**src/dpc_pkg.sv**
```systemverilog
// constants for the dual loop core clock source control block
// assumes one bus clock domain at 200 MHz and a single control word
package dpc_pkg;

    // register map and field positions of the control word
    localparam int          ADDR_W         = 8;
    localparam logic [7:0]  CTRL_ADDR      = 8'h00;
    localparam logic [31:0] CTRL_RESET     = 32'h0000_0000;
    localparam int          STRAP_CFG_LSB  = 0;
    localparam int          STRAP_RNG_LSB  = 5;
    localparam int          SECOND_RNG_LSB = 7;
    localparam int          SECOND_CFG_LSB = 9;
    localparam int          SELECT_BIT     = 14;
    localparam int          STATUS_BIT     = 15;
    localparam int          FIRST_CFG_LSB  = 16;
    localparam int          FIRST_INT_BIT  = 21;
    localparam int          FIRST_RNG_LSB  = 22;

    // range encodings
    localparam logic [1:0] RNG_HIGH = 2'h0;
    localparam logic [1:0] RNG_LOW  = 2'h2;

    // multiplier encodings
    localparam logic [4:0] CFG_OFF_LO  = 5'h01;
    localparam logic [4:0] CFG_BYP_LO  = 5'h02;
    localparam logic [4:0] CFG_BYP_HI  = 5'h03;
    localparam logic [4:0] CFG_HALF_LO = 5'h04;
    localparam logic [4:0] CFG_HALF_HI = 5'h14;
    localparam logic [4:0] CFG_OFF_HI  = 5'h1f;

    // timing
    localparam int CLK_MHZ        = 200;
    localparam int SWITCH_MAX_CYC = 3;

    typedef enum logic [1:0] {
        DPC_OFF    = 2'b00,
        DPC_BYPASS = 2'b01,
        DPC_RUN    = 2'b10
    } dpc_mode_t;

    typedef enum logic [1:0] {
        DPC_SW_IDLE = 2'b00,
        DPC_SW_GATE = 2'b01,
        DPC_SW_OPEN = 2'b10
    } dpc_sw_t;

endpackage : dpc_pkg

```
**src/dpc_mult_decode.sv**
```systemverilog
// multiplier field decoder for one loop
// assumes a stable five bit code; purely combinational
`timescale 1ns/100ps
`default_nettype none

module dpc_mult_decode
    import dpc_pkg::*;
(
    input  wire logic [4:0] cfg,
    output var dpc_mode_t   mode,
    output logic            half
);

    // off, bypass, or running; odd codes in the low band are half steps
    always_comb
    begin
        if (cfg <= CFG_OFF_LO || cfg == CFG_OFF_HI)
            mode = DPC_OFF;
        else if (cfg == CFG_BYP_LO || cfg == CFG_BYP_HI)
            mode = DPC_BYPASS;
        else
            mode = DPC_RUN;
        half = (cfg >= CFG_HALF_LO) && (cfg <= CFG_HALF_HI) && cfg[0];
    end

endmodule : dpc_mult_decode
`default_nettype wire

```
**src/dpc_lock_timer.sv**
```systemverilog
// lock wait counter for one loop
// assumes the code and range come from registers in the mclk domain
`timescale 1ns/100ps
`default_nettype none

module dpc_lock_timer
    import dpc_pkg::*;
#(
    parameter int unsigned LOCK_CYC = 20000
)
(
    input  wire logic       mclk,
    input  wire logic       rst_n,
    input  wire logic [4:0] cfg,
    input  wire logic [1:0] rng,
    input  wire dpc_mode_t  mode,
    output logic            locked
);
    localparam int CW = $clog2(LOCK_CYC + 1);
    localparam logic [CW-1:0] LAST = CW'(LOCK_CYC);

    logic [CW-1:0] cnt;
    logic [6:0]    last_set;

    // any change of setting restarts the wait; a stopped loop never locks
    always_ff @(posedge mclk or negedge rst_n)
    begin
        if (!rst_n)
        begin
            cnt      <= '0;
            last_set <= 7'h00;
            locked   <= 1'b0;
        end
        else
        begin
            last_set <= {rng, cfg};
            if (mode != DPC_RUN || {rng, cfg} != last_set)
            begin
                cnt    <= '0;
                locked <= 1'b0;
            end
            else if (cnt != LAST)
                cnt <= cnt + 1'b1;
            else
                locked <= 1'b1;
        end
    end

endmodule : dpc_lock_timer
`default_nettype wire

```
**src/dpc_clock_select.sv**
```systemverilog
// core clock source control for a two loop clock generator
// assumes a plain register port in the mclk domain and strap pins that
// are stable while reset is held; loop clocks are gated outside
//
// Added by the designer: the address map and the plain strobed port.
`timescale 1ns/100ps
`default_nettype none

module dpc_clock_select
    import dpc_pkg::*;
#(
    parameter int unsigned LOCK_TIME_NS = 100000
)
(
    input  wire logic              mclk,
    input  wire logic              rst_n,
    input  wire logic [ADDR_W-1:0] addr,
    input  wire logic [31:0]       wdata,
    input  wire logic              wr,
    input  wire logic              rd,
    output logic      [31:0]       rdata,
    input  wire logic [4:0]        ratio_strap_pins,
    input  wire logic [1:0]        range_strap_pins,
    output logic      [1:0][4:0]   pll_ratio,
    output logic      [1:0][1:0]   pll_range,
    output logic      [1:0]        pll_high_band,
    output logic      [1:0]        pll_enable,
    output logic      [1:0]        pll_locked,
    output logic      [1:0]        core_gate,
    output logic                   core_bypass,
    output logic                   core_clock_off,
    output logic                   bus_one_to_one,
    output logic      [4:0]        core_to_bus_ratio,
    output logic                   pll_source_status
);
    localparam int unsigned LOCK_CYC = (LOCK_TIME_NS * CLK_MHZ + 999) / 1000;

    logic            rst_meta;
    logic            rst_q;
    logic            strap_taken;
    logic [4:0]      strap_cfg;
    logic [1:0]      strap_rng;
    logic [1:0]      second_pll_range;
    logic [4:0]      second_pll_ratio;
    logic            pll_source_select;
    logic [4:0]      first_pll_ratio;
    logic            first_pll_internal_ctrl;
    logic [1:0]      first_pll_range;
    logic [1:0][4:0] eff_cfg;
    logic [1:0][1:0] eff_rng;
    dpc_mode_t       mode [2];
    logic [1:0]      half;
    logic [1:0]      lock_now;
    dpc_sw_t         sw_state;
    logic            active;
    logic            ctrl_hit;
    logic [31:0]     ctrl_word;

    ////////////////////////////////////////////////////////////////////
    // reset release and strap capture

    // release through two flops so no flop past the pair sees a raw deassertion
    always_ff @(posedge mclk or negedge rst_n)
    begin
        if (!rst_n)
        begin
            rst_meta <= 1'b0;
            rst_q    <= 1'b0;
        end
        else
        begin
            rst_meta <= 1'b1;
            rst_q    <= rst_meta;
        end
    end

    // straps caught once after release; later pin motion needs a new reset
    always_ff @(posedge mclk or negedge rst_q)
    begin
        if (!rst_q)
        begin
            strap_taken <= 1'b0;
            strap_cfg   <= 5'h00;
            strap_rng   <= 2'h0;
        end
        else if (!strap_taken)
        begin
            strap_taken <= 1'b1;
            strap_cfg   <= ratio_strap_pins;
            strap_rng   <= range_strap_pins;
        end
    end

    ////////////////////////////////////////////////////////////////////
    // control word

    assign ctrl_hit = (addr == CTRL_ADDR);

    // writable fields; reset leaves all of them zero
    always_ff @(posedge mclk or negedge rst_q)
    begin
        if (!rst_q)
        begin
            second_pll_range        <= 2'h0;
            second_pll_ratio        <= 5'h00;
            pll_source_select       <= 1'b0;
            first_pll_ratio         <= 5'h00;
            first_pll_internal_ctrl <= 1'b0;
            first_pll_range         <= 2'h0;
        end
        else if (wr && ctrl_hit)
        begin
            second_pll_range        <= wdata[SECOND_RNG_LSB +: 2];
            second_pll_ratio        <= wdata[SECOND_CFG_LSB +: 5];
            pll_source_select       <= wdata[SELECT_BIT];
            first_pll_ratio         <= wdata[FIRST_CFG_LSB +: 5];
            first_pll_internal_ctrl <= wdata[FIRST_INT_BIT];
            first_pll_range         <= wdata[FIRST_RNG_LSB +: 2];
        end
    end

    // read view; straps sit in the low bits, reserved bits read zero
    always_comb
    begin
        ctrl_word                       = CTRL_RESET;
        ctrl_word[STRAP_CFG_LSB +: 5]   = strap_cfg;
        ctrl_word[STRAP_RNG_LSB +: 2]   = strap_rng;
        ctrl_word[SECOND_RNG_LSB +: 2]  = second_pll_range;
        ctrl_word[SECOND_CFG_LSB +: 5]  = second_pll_ratio;
        ctrl_word[SELECT_BIT]           = pll_source_select;
        ctrl_word[STATUS_BIT]           = pll_source_status;
        ctrl_word[FIRST_CFG_LSB +: 5]   = first_pll_ratio;
        ctrl_word[FIRST_INT_BIT]        = first_pll_internal_ctrl;
        ctrl_word[FIRST_RNG_LSB +: 2]   = first_pll_range;
    end

    // read data stand one cycle; unmapped reads answer zero
    always_ff @(posedge mclk or negedge rst_q)
    begin
        if (!rst_q)
            rdata <= 32'h0000_0000;
        else if (rd && ctrl_hit)
            rdata <= ctrl_word;
        else
            rdata <= 32'h0000_0000;
    end

    ////////////////////////////////////////////////////////////////////
    // per loop setting, decode, lock wait and outputs

    // first loop follows the straps until internal control is set
    always_comb
    begin
        eff_cfg[0] = first_pll_internal_ctrl ? first_pll_ratio
                                             : strap_cfg;
        eff_rng[0] = first_pll_internal_ctrl ? first_pll_range : strap_rng;
        eff_cfg[1] = second_pll_ratio;
        eff_rng[1] = second_pll_range;
    end

    generate
        for (genvar i = 0; i < 2; i++)
        begin : g_pll
            dpc_mult_decode u_dec (
                .cfg  (eff_cfg[i]),
                .mode (mode[i]),
                .half (half[i])
            );

            dpc_lock_timer #(
                .LOCK_CYC (LOCK_CYC)
            ) u_lock (
                .mclk   (mclk),
                .rst_n  (rst_q),
                .cfg    (eff_cfg[i]),
                .rng    (eff_rng[i]),
                .mode   (mode[i]),
                .locked (lock_now[i])
            );

            // loop enable only in run codes; bypass and off stop it
            always_ff @(posedge mclk or negedge rst_q)
            begin
                if (!rst_q)
                begin
                    pll_ratio[i]     <= 5'h00;
                    pll_range[i]     <= 2'h0;
                    pll_high_band[i] <= 1'b0;
                    pll_enable[i]    <= 1'b0;
                    pll_locked[i]    <= 1'b0;
                end
                else
                begin
                    pll_ratio[i]     <= eff_cfg[i];
                    pll_range[i]     <= eff_rng[i];
                    pll_high_band[i] <= (eff_rng[i] == RNG_HIGH);
                    pll_enable[i]    <= (mode[i] == DPC_RUN);
                    pll_locked[i]    <= lock_now[i];
                end
            end
        end
    endgenerate

    ////////////////////////////////////////////////////////////////////
    // source changeover

    // break before make: both gates drop for one cycle, so no runt pulse;
    // no lock check here, keeping the way back to a locked loop fast
    always_ff @(posedge mclk or negedge rst_q)
    begin
        if (!rst_q)
            sw_state <= DPC_SW_IDLE;
        else
            unique case (sw_state)
                DPC_SW_IDLE:
                    if (pll_source_select != active)
                        sw_state <= DPC_SW_GATE;
                DPC_SW_GATE:
                    sw_state <= DPC_SW_OPEN;
                DPC_SW_OPEN:
                    sw_state <= DPC_SW_IDLE;
                default:
                    sw_state <= DPC_SW_IDLE;
            endcase
    end

    // new source and status take effect together, 2 cycles after write
    always_ff @(posedge mclk or negedge rst_q)
    begin
        if (!rst_q)
        begin
            active            <= 1'b0;
            pll_source_status <= 1'b0;
        end
        else if (sw_state == DPC_SW_GATE)
        begin
            active            <= pll_source_select;
            pll_source_status <= pll_source_select;
        end
    end

    // core clock gates per loop
    always_ff @(posedge mclk or negedge rst_q)
    begin
        if (!rst_q)
            core_gate <= 2'b01;
        else if (sw_state == DPC_SW_IDLE && pll_source_select != active)
            core_gate <= 2'b00;
        else if (sw_state == DPC_SW_GATE)
            core_gate <= pll_source_select ? 2'b10 : 2'b01;
    end

    // core mode follows the loop in use
    always_ff @(posedge mclk or negedge rst_q)
    begin
        if (!rst_q)
        begin
            core_bypass       <= 1'b0;
            core_clock_off    <= 1'b0;
            bus_one_to_one    <= 1'b0;
            core_to_bus_ratio <= 5'h00;
        end
        else
        begin
            core_bypass       <= (mode[active] == DPC_BYPASS);
            bus_one_to_one    <= (mode[active] == DPC_BYPASS);
            core_clock_off    <= (mode[active] == DPC_OFF);
            core_to_bus_ratio <= eff_cfg[active];
        end
    end
endmodule : dpc_clock_select
`default_nettype wire

```
**config.mk**
```make
export PLATFORM = sky130hd
export DESIGN_NAME = dpc_clock_select
export DESIGN_NICKNAME = d
export VERILOG_FILES = /design/src/dpc_pkg.sv /design/src/dpc_mult_decode.sv /design/src/dpc_lock_timer.sv /design/src/dpc_clock_select.sv
export SDC_FILE = /design/constraint.sdc
export NUM_CORES = 1
export LEC_CHECK = 0
export BUFFER_PORTS_ARGS = -buffer_cell sky130_fd_sc_hd__buf_4
export CORE_UTILIZATION = 48
export CTS_BUF_LIST = sky130_fd_sc_hd__clkbuf_16
export DETAILED_ROUTE_END_ITERATION = 12
export GPL_TIMING_DRIVEN = 0
export HOLD_SLACK_MARGIN = 0.08
export PLACE_DENSITY = 0.8
export SETUP_SLACK_MARGIN = 0.15
export SYNTH_ARGS = -nofsm -noshare
export SYNTH_HDL_FRONTEND = slang
export SYNTH_SLANG_ARGS = --single-unit
```
**constraint.sdc**
```tcl
create_clock -name mclk -period 3.7 [get_ports mclk]
set_clock_uncertainty 0.2 [all_clocks]
set_input_delay 0.74 -clock mclk [delete_from_list [all_inputs] [get_ports mclk]]
set_output_delay 0.74 -clock mclk [all_outputs]
set_load 0.05 [all_outputs]
```
==> flow_summary.json <==
{
  "status": "finished, final reports clean",
  "synth_top_flop_cell": "dfrtp_1",
  "p_sw_uw": 884.9,
  "r2r_slack_ps": 1340,
  "htreeDepth": 4,
  "gp_congestion": 0.8207,
  "drc": 0,
  "min_to": "rst_q",
  "synth_area_um2": 4667,
  "startpoint_type": "input pin",
  "n_fill_cell": 658,
  "grt_overflow_total": 0,
  "antenna_cells": 0,
  "path_class": "input pin to flip-flop",
  "fmax_mhz": 417.6,
  "synth_edf_count": 0,
  "syn_to_final_growth_pct": 33.03,
  "cts.sinks": 114,
  "ys_async_sr_fraction_pct": 100.0,
  "crit_arrival_ps": 2480,
  "comb_power_share_pct": 11.5,
  "min_period_over_period_pct": 64.71,
  "final_nets": 548,
  "setup-violations-final": 0,
  "finalSetupTns_ps": 0,
  "rsz0062_at_grt": "false",
  "clkPwrFrac_pct": 49.8,
  "fp.coreArea_um2": 9328,
  "hold_start": "rst_meta",
  "p_per_area_nw_per_um2": 568.0,
  "die_h_um": 100.6,
  "netlist.top_cell.by_area": "dfrtp_1",
  "tightest_slew_ps": 818.1,
  "seq_area_frac_synth_pct": 61.15,
  "slew_viol_final": 0,
  "seqCellArea_um2": 2858,
  "multi_input_area_um2": 1662,
  "die_x_um": 100.6,
  "antenna_found_initial": 0,
  "firstDrtPassIters": 4,
  "seq_power_share_pct": 38.6,
  "endpoint_kind": "flip-flop",
  "drtIter0Drc": 125,
  "routed_wl_um": 10130,
  "cp_data_required_time_ps": 3780,
  "final_cells": 635,
  "cts.clk_slew.worst_paths_ps": 50,
  "swShare_pct": 25.09,
  "yosys-top-cells-area": "dfrtp_1, mux2_2, xnor2_1, xor2_1, and2_1",
  "drive_above_1_share_pct": 33.60,
  "synthCells": 375,
  "cts_tree": "done",
  "min_period_ps": 2394,
  "wl_per_cell_um": 15.94,
  "grt_max_degree": 63,
  "max_slew_margin_pct": 45.46,
  "clkLatencyLatePin_ps": 410,
  "grt_pass1_wl_um": 16370,
  "port_buffers": 89,
  "dp_cells": 602,
  "preCtsSetupSlack_ps": 973.1,
  "yosysTopAreaCellShare_pct": 60.59,
  "drv_cap": 0,
  "cts_resized": 0,
  "hold_violations": 0,
  "num_vias": 3224,
  "r2r-start": "first_pll_internal_ctrl",
  "ir_drop_mv": 0.3772,
  "fin_ws_ps": 1306,
  "syn_avg_cell_area_um2": 12.45,
  "grtUsageTotal_pct": 21.77,
  "die_area_um2": 10120,
  "hp-class": "flip-flop to flip-flop",
  "r2r-end": "g_pll[0].u_lock.cnt[3]",
  "ys_ff_latch": 114,
  "leakagePower_nw": 2.974,
  "synthDistinctLibCells": 39,
  "ant_nets": 0,
  "grt_pass1_vias": 3211,
  "internal-power_mw": 2.641,
  "rows": 35,
  "numCtsBuffers": 17,
  "holdPathStages": 0,
  "start_util_pct": 50.03,
  "dpl.hpwl_um": 6785,
  "cts_buffer_depth": 2,
  "crit_path_max_fanout": 10,
  "post_cts_buffers": 0,
  "root_buffer": "clkbuf_16",
  "post_drt_via_cell_ratio": 5.077,
  "ios": 114,
  "ys_warn_count": 0,
  "reg2reg_depth": 7
}
## worst max-delay path by stage
stage                            start  cells after the start                       to  slack [ps]
6_report                       addr[5]                      5      second_pll_ratio[3]        1310
5_1_grt        first_pll_internal_ctrl                      7  g_pll[0].u_lock.cnt[12]        1140
4_1_cts                        addr[5]                      5      second_pll_ratio[3]        1310
3_5_place_dp                   addr[5]                      5      second_pll_ratio[3]         970
3_3_place_gp                   addr[5]                      5      second_pll_ratio[3]        1020
2_1_floorplan                  addr[5]                      4  first_pll_internal_ctrl        1510
## through the flow
stage / area [um2] / util, % / hold WS [ps] / power (mW)
finish: 6208 / 66.56 / 147.7 / 3.526
floorplan: 4698 / - / 131.1 / 1.648
global placement: 5528 / 59.26 / 138.1 / 1.777
detailed placement: 5558 / 59.58 / 137.9 / 1.791
CTS: 6208 / 66.56 / 150.4 / 3.552
global route: 6208 / 66.56 / 151.6 / 3.636
## cells in the mapped netlist, types with 8 or more instances
cell type and count:
nand3_1 14, clkbuf_1 8, mux2_2 34, nand2_1 14, and2_1 25, xor2_1 18
nand4_1 11, inv_1 13, nor2_1 19, buf_4 9, nor4_1 21, dfrtp_1 113
xnor2_1 22
## cells by family after synthesis
kind of cell / Yosys count / synth area share [%]
muxes: 37 / 8.847
xor gates and xnor gates: 40 / 7.507
DFF: 114 / 61.15
AOI/OAI and AO/OA: 12 / 1.850
and+or+nand+nor: 130 / 15.52
buffers and inverters: 36 / 3.887
adders and majority gates: 4 / 1.072
other: 2 / 0.1609
## layer usage
layer	track usage (%)	up-vias	wire length, um
li1	-	1509	-
met1	26.38	1585	4127
met2	35.83	118	5082
met3	8.599	12	747
met4	6.912	0	168
met5	0	-	0
## registers in the layout (all words and copies together) (netlist names), 5 cells and up
signal,flops
first_pll_ratio,5
core_to_bus_ratio,5
g_pll.u_lock.last_set,12
rdata,24
strap_cfg,5
second_pll_ratio,5
g_pll.u_lock.cnt,30
## cells in the final DEF, fill, tap and decap left out, drive strengths merged, types with 7 or more instances in the layout
cell type  count
dfrtp        113
buf          104
mux2          34
clkbuf        26
and2          25
xnor2         22
nor4          21
nor2          19
xor2          18
inv           15
nand2         14
nand3         14
nand4         11
conb          10
nor3           7
## critical path, stage by stage
cell      delay (ps)
buf_4            100
nor4_1           380
nand3_1          370
clkbuf_1         460
mux2_2           410
## what timing repair did
item	in CTS	in global routing
setup endpoints to repair	0	0
hold endpoints to repair	2	0
hold buffers	1	0
## power by group through the flow
| stage | logic (mW) | registers (mW) | clock network, mW |
|---|---|---|---|
| floorplan | 0.145 | 1.50 | 0 |
| global placement | 0.386 | 1.39 | 0 |
| detailed placement | 0.407 | 1.38 | 0 |
| CTS | 0.411 | 1.36 | 1.78 |
| global route | 0.432 | 1.37 | 1.83 |
| finish | 0.407 | 1.36 | 1.76 |
## layout make-up
class / instances / share of cell area [%]
Sequential cell: 114 / 46.03
Multi-Input combinational cell: 233 / 26.76
Timing Repair Buffer: 91 / 11.37
Clock buffer: 17 / 6.852
Clock inverter: 15 / 3.466
Tap cell: 129 / 2.600
Buffer: 23 / 2.136
Inverter: 13 / 0.7860
Note: power is estimated with default switching activity, not from simulation.
